## src/hdl/fsp_pkg.sv

```systemverilog
// Shared constants and types for the fast/protect/spurious block
package fsp_pkg;
   // Register byte offsets inside the 4 KB window
   localparam logic [11:0] SMR0_OFS  = 12'h000;
   localparam logic [11:0] SVR0_OFS  = 12'h080;
   localparam logic [11:0] IVR_OFS   = 12'h100;
   localparam logic [11:0] FVR_OFS   = 12'h104;
   localparam logic [11:0] ISR_OFS   = 12'h108;
   localparam logic [11:0] IMR_OFS   = 12'h110;
   localparam logic [11:0] IECR_OFS  = 12'h120;
   localparam logic [11:0] IDCR_OFS  = 12'h124;
   localparam logic [11:0] EOICR_OFS = 12'h130;
   localparam logic [11:0] SPU_OFS   = 12'h134;
   localparam logic [11:0] DCR_OFS   = 12'h138;
   // Field positions
   localparam int PRIO_LSB   = 0;
   localparam int PRIO_W     = 3;
   localparam int TRIG_LSB   = 5;
   localparam int TRIG_W     = 2;
   localparam int PROTECT_B  = 0;
   localparam int GMASK_B    = 1;
   localparam int FAST_EN_B  = 0;
   localparam int SRC_W      = 5;
   // Reset values
   localparam logic [31:0] VEC_RST = 32'h0000_0000;
   localparam logic [6:0]  SMR_RST = 7'h00;
   localparam logic [1:0]  DCR_RST = 2'h0;
   localparam logic [4:0]  ISR_RST = 5'h00;
   // Trigger type of the fast source
   typedef enum logic [1:0] {
      FSP_LOW_LEVEL = 2'b00,
      FSP_FALL_EDGE = 2'b01,
      FSP_HIGH_LEVEL = 2'b10,
      FSP_RISE_EDGE = 2'b11
   } fsp_trig_t;
endpackage

```

## src/hdl/fsp_reg_if.sv

```systemverilog
// Register access carrier between bus slave and core logic
`timescale 1ns/1ps
`default_nettype none
interface fsp_reg_if;
   logic [11:0] addr;   // Byte address of access
   logic [31:0] wdata;  // Write data
   logic        rd_stb; // One-cycle read strobe
   logic        wr_stb; // One-cycle write strobe
   logic [31:0] rdata;  // Read value, combinational
   logic        hit;    // Address is mapped
   modport bus_side (output addr, wdata, rd_stb, wr_stb,
                     input rdata, hit);
   modport core_side (input addr, wdata, rd_stb, wr_stb,
                      output rdata, hit);
endinterface
`default_nettype wire

```

## src/hdl/fsp_apb_slave.sv

```systemverilog
// APB slave with one wait state feeding the register carrier
`timescale 1ns/1ps
`default_nettype none
module fsp_apb_slave (
   // Clock and reset
   input  wire logic        ref_clk_in,
   input  wire logic        rstn_in,
   // APB
   input  wire logic        psel_in,
   input  wire logic        penable_in,
   input  wire logic        pwrite_in,
   input  wire logic [11:0] paddr_in,
   input  wire logic [31:0] pwdata_in,
   output logic             pready_out,
   output logic             pslverr_out,
   output logic [31:0]      prdata_out,
   // Core side
   fsp_reg_if.bus_side      regs
);
   logic        ready_reg; // Second access cycle marker
   logic        err_reg;   // Unmapped address seen
   logic        acc;       // In access phase
   assign acc = psel_in & penable_in;
   // Reads take effect at first access edge, writes on completion
   assign regs.rd_stb = acc & ~ready_reg & ~pwrite_in;
   assign regs.wr_stb = acc & ready_reg & pwrite_in;
   assign regs.addr   = paddr_in;
   assign regs.wdata  = pwdata_in;
   assign pready_out  = ready_reg;
   assign pslverr_out = ready_reg & err_reg;
   // Wait-state sequencer and error capture
   always_ff @(posedge ref_clk_in or negedge rstn_in) begin
      if (!rstn_in) begin
         ready_reg <= 1'b0;
         err_reg   <= 1'b0;
      end else begin
         ready_reg <= acc & ~ready_reg;
         err_reg   <= ~regs.hit;
      end
   end
   // Read data held in a flop so the master sees stable data
   always_ff @(posedge ref_clk_in or negedge rstn_in) begin
      if (!rstn_in) begin
         prdata_out <= 32'h0000_0000;
      end else if (regs.rd_stb) begin
         prdata_out <= regs.hit ? regs.rdata : 32'h0000_0000;
      end
   end
endmodule
`default_nettype wire

```

## src/hdl/fsp_ctrl.sv

```systemverilog
// Fast interrupt, protect mode, spurious and general mask logic
//
// The placing of the registers and register access over APB were decided locally.
`timescale 1ns/1ps
`default_nettype none
module fsp_ctrl #(
   parameter int SRC_W = 5 // Source number width
) (
   // Clock and reset
   input  wire logic             ref_clk_in,
   input  wire logic             rstn_in,
   // APB slave
   input  wire logic             psel_in,
   input  wire logic             penable_in,
   input  wire logic             pwrite_in,
   input  wire logic [11:0]      paddr_in,
   input  wire logic [31:0]      pwdata_in,
   output logic                  pready_out,
   output logic                  pslverr_out,
   output logic [31:0]           prdata_out,
   // Fast source pin
   input  wire logic             fast_src_in,
   // From priority controller
   input  wire logic             prio_irq_in,
   input  wire logic             prio_pending_in,
   input  wire logic [SRC_W-1:0] prio_src_in,
   input  wire logic [31:0]      prio_vector_in,
   input  wire logic [SRC_W-1:0] pop_src_in,
   // To priority controller and stack
   output logic                  push_stb_out,
   output logic                  push_spur_out,
   output logic [SRC_W-1:0]      push_src_out,
   output logic                  pop_stb_out,
   // To processor core
   output logic                  fast_request_n_out,
   output logic                  normal_request_n_out,
   output logic                  wake_out
);
   // Register carrier between slave and core
   fsp_reg_if regs ();

   // Programmable state
   logic [6:0]       source_zero_mode_reg;   // Priority and trigger
   logic [31:0]      source_zero_vector_reg; // Fast handler address
   logic [31:0]      spurious_vector_reg;    // Spurious handler
   logic [1:0]       debug_control_reg;      // Protect and mask
   logic             fast_en_reg;            // Fast source enable
   logic [SRC_W-1:0] cur_src_reg;            // Current source id
   // Protect-mode memory of the last vector read
   logic [SRC_W-1:0] held_src_reg;
   logic             held_spur_reg;
   // Trigger outputs
   logic             fast_pend;   // Fast source latched
   logic             fast_edge;   // Edge trigger selected
   logic             fast_active; // Pending and enabled
   // Decoded accesses
   logic             protect;
   logic             gmask;
   logic             rd_ivr;
   logic             rd_fvr;
   logic             wr_ivr;
   logic             wr_eoi;
   logic             fvr_clear;

   // Bus slave
   fsp_apb_slave u_slave (
      .ref_clk_in  (ref_clk_in),
      .rstn_in     (rstn_in),
      .psel_in     (psel_in),
      .penable_in  (penable_in),
      .pwrite_in   (pwrite_in),
      .paddr_in    (paddr_in),
      .pwdata_in   (pwdata_in),
      .pready_out  (pready_out),
      .pslverr_out (pslverr_out),
      .prdata_out  (prdata_out),
      .regs        (regs.bus_side)
   );

   // Fast source detector
   fsp_trigger u_trig (
      .ref_clk_in  (ref_clk_in),
      .rstn_in     (rstn_in),
      .src_pin_in  (fast_src_in),
      .trig_in     (source_zero_mode_reg[fsp_pkg::TRIG_LSB +: 2]),
      .clear_in    (fvr_clear),
      .pending_out (fast_pend),
      .is_edge_out (fast_edge)
   );

   // Named control bits
   assign protect = debug_control_reg[fsp_pkg::PROTECT_B];
   assign gmask   = debug_control_reg[fsp_pkg::GMASK_B];
   assign fast_active = fast_pend & fast_en_reg;

   // Address match helper
   function automatic logic at(input logic [11:0] a,
                               input logic [11:0] ofs);
      at = (a == ofs);
   endfunction

   // Side-effect strobes
   assign rd_ivr = regs.rd_stb & at(regs.addr, fsp_pkg::IVR_OFS);
   assign rd_fvr = regs.rd_stb & at(regs.addr, fsp_pkg::FVR_OFS);
   assign wr_ivr = regs.wr_stb & at(regs.addr, fsp_pkg::IVR_OFS);
   assign wr_eoi = regs.wr_stb & at(regs.addr, fsp_pkg::EOICR_OFS);
   // Level sources are not touched by a vector read
   assign fvr_clear = rd_fvr & fast_edge;

   // Address decode: which offsets answer without error
   always_comb begin
      case (regs.addr)
         fsp_pkg::SMR0_OFS,
         fsp_pkg::SVR0_OFS,
         fsp_pkg::IVR_OFS,
         fsp_pkg::FVR_OFS,
         fsp_pkg::ISR_OFS,
         fsp_pkg::IMR_OFS,
         fsp_pkg::IECR_OFS,
         fsp_pkg::IDCR_OFS,
         fsp_pkg::EOICR_OFS,
         fsp_pkg::SPU_OFS,
         fsp_pkg::DCR_OFS: regs.hit = 1'b1;
         default:          regs.hit = 1'b0;
      endcase
   end

   // Read multiplexer; write-only registers read as zero
   always_comb begin
      regs.rdata = 32'h0000_0000;
      case (regs.addr)
         fsp_pkg::SMR0_OFS:
            regs.rdata = {25'h0, source_zero_mode_reg};
         fsp_pkg::SVR0_OFS:
            regs.rdata = source_zero_vector_reg;
         fsp_pkg::IVR_OFS: begin
            // Pending source vector, else spurious
            if (prio_pending_in) begin
               regs.rdata = prio_vector_in;
            end else begin
               regs.rdata = spurious_vector_reg;
            end
         end
         fsp_pkg::FVR_OFS: begin
            if (fast_active) begin
               regs.rdata = source_zero_vector_reg;
            end else begin
               regs.rdata = spurious_vector_reg;
            end
         end
         fsp_pkg::ISR_OFS:
            regs.rdata = {{(32-SRC_W){1'b0}}, cur_src_reg};
         fsp_pkg::IMR_OFS:
            regs.rdata = {31'h0, fast_en_reg};
         fsp_pkg::SPU_OFS:
            regs.rdata = spurious_vector_reg;
         fsp_pkg::DCR_OFS:
            regs.rdata = {30'h0, debug_control_reg};
         default:
            regs.rdata = 32'h0000_0000;
      endcase
   end

   // Source-zero mode: priority kept only for read-back
   always_ff @(posedge ref_clk_in or negedge rstn_in) begin
      if (!rstn_in) begin
         source_zero_mode_reg <= fsp_pkg::SMR_RST;
      end else if (regs.wr_stb & at(regs.addr, fsp_pkg::SMR0_OFS)) begin
         // Bits 4:3 are unused and stay zero
         source_zero_mode_reg <= {regs.wdata[6:5], 2'b00,
                                  regs.wdata[2:0]};
      end
   end

   // Vector registers
   always_ff @(posedge ref_clk_in or negedge rstn_in) begin
      if (!rstn_in) begin
         source_zero_vector_reg <= fsp_pkg::VEC_RST;
         spurious_vector_reg    <= fsp_pkg::VEC_RST;
      end else if (regs.wr_stb) begin
         if (at(regs.addr, fsp_pkg::SVR0_OFS)) begin
            source_zero_vector_reg <= regs.wdata;
         end
         if (at(regs.addr, fsp_pkg::SPU_OFS)) begin
            spurious_vector_reg <= regs.wdata;
         end
      end
   end

   // Debug control: protect mode and general mask
   always_ff @(posedge ref_clk_in or negedge rstn_in) begin
      if (!rstn_in) begin
         debug_control_reg <= fsp_pkg::DCR_RST;
      end else if (regs.wr_stb & at(regs.addr, fsp_pkg::DCR_OFS)) begin
         debug_control_reg <= regs.wdata[1:0];
      end
   end

   // Fast enable; only bit 0 matters in either command
   always_ff @(posedge ref_clk_in or negedge rstn_in) begin
      if (!rstn_in) begin
         fast_en_reg <= 1'b0;
      end else if (regs.wr_stb & regs.wdata[fsp_pkg::FAST_EN_B]) begin
         if (at(regs.addr, fsp_pkg::IECR_OFS)) begin
            fast_en_reg <= 1'b1;
         end else if (at(regs.addr, fsp_pkg::IDCR_OFS)) begin
            fast_en_reg <= 1'b0;
         end
      end
   end

   // Protect mode memorises what the read found
   always_ff @(posedge ref_clk_in or negedge rstn_in) begin
      if (!rstn_in) begin
         held_src_reg  <= fsp_pkg::ISR_RST;
         held_spur_reg <= 1'b1;
      end else if (rd_ivr & protect) begin
         // Repeated reads only refresh the memo
         held_src_reg  <= prio_src_in;
         held_spur_reg <= ~prio_pending_in;
      end
   end

   // Push and acknowledge toward the stack, one-cycle pulses
   always_ff @(posedge ref_clk_in or negedge rstn_in) begin
      if (!rstn_in) begin
         push_stb_out  <= 1'b0;
         push_spur_out <= 1'b0;
         push_src_out  <= fsp_pkg::ISR_RST;
      end else begin
         push_stb_out <= 1'b0;
         if (rd_ivr & ~protect) begin
            // Normal mode: read does it all, even when spurious
            push_stb_out  <= 1'b1;
            push_spur_out <= ~prio_pending_in;
            push_src_out  <= prio_src_in;
         end else if (wr_ivr & protect) begin
            // Protect mode: the write does the stacking
            push_stb_out  <= 1'b1;
            push_spur_out <= held_spur_reg;
            push_src_out  <= held_src_reg;
         end
         // Normal mode write to the vector falls through
      end
   end

   // Current source id as seen in the status register
   always_ff @(posedge ref_clk_in or negedge rstn_in) begin
      if (!rstn_in) begin
         cur_src_reg <= fsp_pkg::ISR_RST;
      end else if (wr_eoi) begin
         cur_src_reg <= pop_src_in;
      end else if (rd_ivr & ~protect & prio_pending_in) begin
         cur_src_reg <= prio_src_in;
      end else if (wr_ivr & protect & ~held_spur_reg) begin
         cur_src_reg <= held_src_reg;
      end
   end

   // End of service pops the level stack outside
   always_ff @(posedge ref_clk_in or negedge rstn_in) begin
      if (!rstn_in) begin
         pop_stb_out <= 1'b0;
      end else begin
         pop_stb_out <= wr_eoi;
      end
   end

   // Request lines, held inactive high under the general mask;
   // registered so no glitch reaches the core
   always_ff @(posedge ref_clk_in or negedge rstn_in) begin
      if (!rstn_in) begin
         fast_request_n_out   <= 1'b1;
         normal_request_n_out <= 1'b1;
      end else begin
         fast_request_n_out   <= ~(fast_active & ~gmask);
         normal_request_n_out <= ~(prio_irq_in & ~gmask);
      end
   end

   // Wake-up ignores the general mask on purpose
   always_ff @(posedge ref_clk_in or negedge rstn_in) begin
      if (!rstn_in) begin
         wake_out <= 1'b0;
      end else begin
         wake_out <= fast_active | prio_irq_in;
      end
   end
endmodule
`default_nettype wire

```

## src/hdl/fsp_trigger.sv

```systemverilog
// Fast source synchroniser and edge/level detector
`timescale 1ns/1ps
`default_nettype none
module fsp_trigger (
   // Clock and reset
   input  wire logic        ref_clk_in,
   input  wire logic        rstn_in,
   // Source and control
   input  wire logic        src_pin_in,
   input  wire logic [1:0]  trig_in,
   input  wire logic        clear_in,
   // Result
   output logic             pending_out,
   output logic             is_edge_out
);
   logic s1_reg;   // First sync stage, read only by s2
   logic s2_reg;   // Second sync stage
   logic prev_reg; // Previous synced value
   logic edge_hit;
   fsp_pkg::fsp_trig_t trig;
   assign trig = fsp_pkg::fsp_trig_t'(trig_in);
   // Double-flop the pin before any logic sees it;
   // reset to the idle level of the low-level default
   always_ff @(posedge ref_clk_in or negedge rstn_in) begin
      if (!rstn_in) begin
         s1_reg   <= 1'b1;
         s2_reg   <= 1'b1;
         prev_reg <= 1'b1;
      end else begin
         s1_reg   <= src_pin_in;
         s2_reg   <= s1_reg;
         prev_reg <= s2_reg;
      end
   end
   // Detect the two edge trigger types; level types give no edge
   always_comb begin
      case (trig)
         fsp_pkg::FSP_FALL_EDGE: edge_hit = prev_reg & ~s2_reg;
         fsp_pkg::FSP_RISE_EDGE: edge_hit = ~prev_reg & s2_reg;
         default:                edge_hit = 1'b0;
      endcase
   end
   assign is_edge_out = trig_in[0];
   // Edge latch: new edge wins over clear; level follows the pin
   always_ff @(posedge ref_clk_in or negedge rstn_in) begin
      if (!rstn_in) begin
         pending_out <= 1'b0;
      end else begin
         case (trig)
            fsp_pkg::FSP_LOW_LEVEL:  pending_out <= ~s2_reg;
            fsp_pkg::FSP_HIGH_LEVEL: pending_out <= s2_reg;
            default: begin
               if (edge_hit) begin
                  pending_out <= 1'b1;
               end else if (clear_in) begin
                  pending_out <= 1'b0;
               end
            end
         endcase
      end
   end
endmodule
`default_nettype wire

```

## config.mk

```make
export PLATFORM = sky130hd
export DESIGN_NAME = fsp_ctrl
export DESIGN_NICKNAME = d
export VERILOG_FILES = /design/src/hdl/fsp_pkg.sv /design/src/hdl/fsp_reg_if.sv /design/src/hdl/fsp_apb_slave.sv /design/src/hdl/fsp_ctrl.sv /design/src/hdl/fsp_trigger.sv
export SDC_FILE = /design/constraint.sdc
export NUM_CORES = 1
export LEC_CHECK = 0
export ABC_AREA = 1
export BUFFER_PORTS_ARGS = -buffer_cell sky130_fd_sc_hd__buf_2
export CAP_MARGIN = 15
export CORE_MARGIN = 10
export CORE_UTILIZATION = 45
export CTS_CLUSTER_DIAMETER = 80
export CTS_CLUSTER_SIZE = 16
export DETAILED_ROUTE_END_ITERATION = 8
export PLACE_DENSITY = 0.72
export SLEW_MARGIN = 20
export SYNTH_ARGS = -nofsm -noshare
export SYNTH_HDL_FRONTEND = slang
export SYNTH_HIERARCHICAL = 1
export SYNTH_SLANG_ARGS = --single-unit
```

## constraint.sdc

```tcl
create_clock -name ref_clk_in -period 2.2 [get_ports ref_clk_in]
set_input_delay 0.11 -clock ref_clk_in [delete_from_list [all_inputs] [get_ports ref_clk_in]]
set_output_delay 0.11 -clock ref_clk_in [all_outputs]
set_load 0.005 [all_outputs]
```

==> flow_summary_export.csv <==
group,metric,value,unit
cts,clkTransAtPathRegs,0.06,ns
critical_path,cp_num_cells,12,
critical_path,path_buf_inv,2,
global_route,grt_pass1_vias,6258,
critical_path,start_kind,"flip-flop",
synthesis,synth_compound_area_frac,0.08790,
die,die_h,146.8,um
synthesis,synth_cell_types,35,
routing,num_vias,6341,
synthesis,synth_cells,941,
cts,cts_hold_buf,35,
routing,viasPerCell,4.908,
placement,gp_congestion,0.8627,
synthesis,syn-cell-area,7231,um^2
timing,clock.fmax,529.7,MHz
die,fp.coreArea,15830,um^2
synthesis,syn_avg_cell_area,7.684,um^2
timing,finalHoldViolCount,0,
placement,io_buffers,138,
cts,ctsResizeCount,0,
final_layout,fin_cells,1292,
final_layout,drive_above_1_share,0.2212,
routing,post_drt_wl_per_cell,15.40,um
critical_path,critPathCaptureType,"flip-flop",
timing,finalMaxSlewViolations,0,
run_status,status,"completed",
synthesis,synth_top_cell_by_area,"dfrtp_1",
critical_path,crit_top_cell,"nand2_1",
flow_run,maxCapViolations,0,
final_layout,syn2layout_area_growth,19.99,%
synthesis,synth-xor-area-share,0,
synthesis,yosys_warnings,6,
global_route,grt_pass1_wl,32.64,mm
placement,hpwl,14.26,mm
synthesis,synth.area.mux_share,0.001557,
die,fp-row-count,46,
final_layout,insertedDiodeCount,0,
hold_path,hold_path.class,"in2reg",
timing,holdWs,0.01238,ns
global_route,grt_overflow,0,
cts,clock_latency,0.41,ns
final_layout,nets,1157,
timing,setup_tns,0,ns
cts,cts_buffer_depth,2,
routing,drcViolationCount,0,
cts,ctsRootBufferMaster,"clkbuf_16",
critical_path,critical_path_required,2.50,ns
cts,cts_sinks,132,
synthesis,synthSimpleGateAreaFrac,0.3130,
pwr,p_leak,4.881,nW
timing,finalClockSkew,0.004352,ns
global_route,antenna_found_initial,0,
final_layout,postLayoutCoreUtil,0.5481,
routing,routed_wl,19.90,mm
timing,period_needed,1.888,ns
synthesis,synth_top_area_share,0.4361,
placement,post_dp_cell_area,7784,um^2
placement,dp_slack,0.2110,ns
timing,rsz0062_at_grt,"no",
pwr,p_per_area,618.8,nW/um^2
global_route,grt_start_max_net_pins,65,
synthesis,ys_seq_elements,132,
placement,dp.cells,1225,
synthesis,synth_nets,1035,
synthesis,synth_top_family_by_area,"simple AND/OR/NAND/NOR gates",
cts,cts_made_buffers,17,
critical_path,crit_family,"simple AND/OR/NAND/NOR gates",
die,fp.dieW,146.8,um
critical_path,worstPathArrival,2.19,ns
critical_path,max_stage_delay,0.46,ns
hold_path,worstHoldPathCells,3,
die,start_util,0.4568,
cts,postCtsSetupRepairBufs,0,
final_layout,fillers,1542,
pwr,ir_drop,516.1,uV
routing,first_pass_iters,5,
global_route,grt_usage,0.1845,
cts,cts_max_level,4,
timing,finalCritPeriodShare,0.8582,
die,dieArea,21540,um^2
cts,cts_tree,"done",
critical_path,crit_type,"reg2reg",
timing,setup_ws,0.3120,ns
synthesis,yosys-top-cells-area,"dfrtp_1 44%, nand2_1 17%, nand3_1 6.9%",
die,ios,139,
timing,worst_slew_pin_slew,0.7001,ns
final_layout,final_area,8676,um^2
critical_path,path_max_fanout,5,
routing,ant_nets,0,
critical_path,path_cells,"nor2_8, nand2_4, inv_2, inv_1, nor2_1, nand3_1, nor2_1, nand2_1, nand3_1, nand2_1, nand2_1, nand2_1",
critical_path,cp_slowest_cell,"dfrtp_1",
synthesis,synthAdderAreaFrac,0,
pwr,power,5.369,mW
critical_path,reg2regPathDepth,12,
routing,drt_iter0_drc,479,
timing,setup_viol,0,
timing,slew_headroom,0.5310,
synthesis,ys_seq_area_frac,0.4579,
-- synthesized netlist by cell type --
library cell  count
buf_8             1
nand2b_1          1
clkbuf_1         10
nand4_2           3
or2_2             1
o31ai_1           5
o211ai_4          1
nor2_8            2
inv_1           102
o211ai_1          4
nand2_4           3
o21ai_1           6
nand3b_1          2
nand3_1         100
nand3_2           2
o21ai_2           1
and3_1            1
a21oi_1           6
o21a_1           35
buf_2            15
o21ai_0          43
nor2_1           32
mux2_2            1
nand4_1           6
inv_2             8
buf_1             1
nor3_1            5
dfstp_2           6
buf_6             6
nor2_4            5
dfrtp_1         126
nand2_1         327
nor2_2            7
nand2_2          14
buf_4            53
-- layer usage --
metal	GRT usage	vias up	routed length, um
li1	-	3153	-
met1	0.2641	2970	9838
met2	0.2722	193	8603
met3	0.03778	25	1111
met4	0.05906	0	348
met5	0	-	0
-- final cells by class --
| cell class | instances | area [um^2] | area share |
|---|---|---|---|
| clock buffer | 23 | 488.0 | 0.05624 |
| timing repair buffer | 189 | 1230 | 0.1418 |
| inverter | 110 | 412.9 | 0.04759 |
| clock inverter | 9 | 53.80 | 0.006201 |
| sequential | 132 | 3311 | 0.3816 |
| tap | 216 | 270.3 | 0.03115 |
| multi-input combinational | 613 | 2910 | 0.3354 |
-- worst min-delay path, delay by kind of cell --
family / cells / cell delay (ns)
buffers and inverters: 2 / 0.12
AO/OA/AOI/OAI: 1 / 0.14
-- logic make-up after synthesis --
group,count (synthesis)
compound gates,101
buf+inv,196
flops,132
mux,1
simple gates,511
-- layout by cell type, fill, tap and decap left out, drive strengths merged, types with 7 or more instances in the layout --
cell type    count
buf            154
clkbuf          23
clkinv           7
dfrtp          126
dlygate4sd3     35
inv            110
nand2          344
nand3          102
nand4            9
nor2            46
o21a            35
o21ai           50
-- report_power, final --
part | internal [mW] | switching, mW | total [mW]
sequential | 2.44 | 0.00539 | 2.45
clock | 1.55 | 1.03 | 2.58
combinational | 0.141 | 0.206 | 0.347
-- final timing paths --
| path | startpoint | end | slack (ns) |
|---|---|---|---|
| max | u_slave/pready_out | cur_src_reg[1] | 0.31 |
| min | pwdata_in[5] | spurious_vector_reg[5] | 0.01 |
| max reg2reg | u_slave/pready_out | cur_src_reg[1] | 0.31 |
| min reg2reg | u_trig/s1_reg | u_trig/s2_reg | 0.36 |
| max in group asynchronous | rstn_in | fast_request_n_out | 1.28 |
| min in group asynchronous | rstn_in | source_zero_mode_reg[5] | 0.20 |
Note: power is estimated with default switching activity, not from simulation.
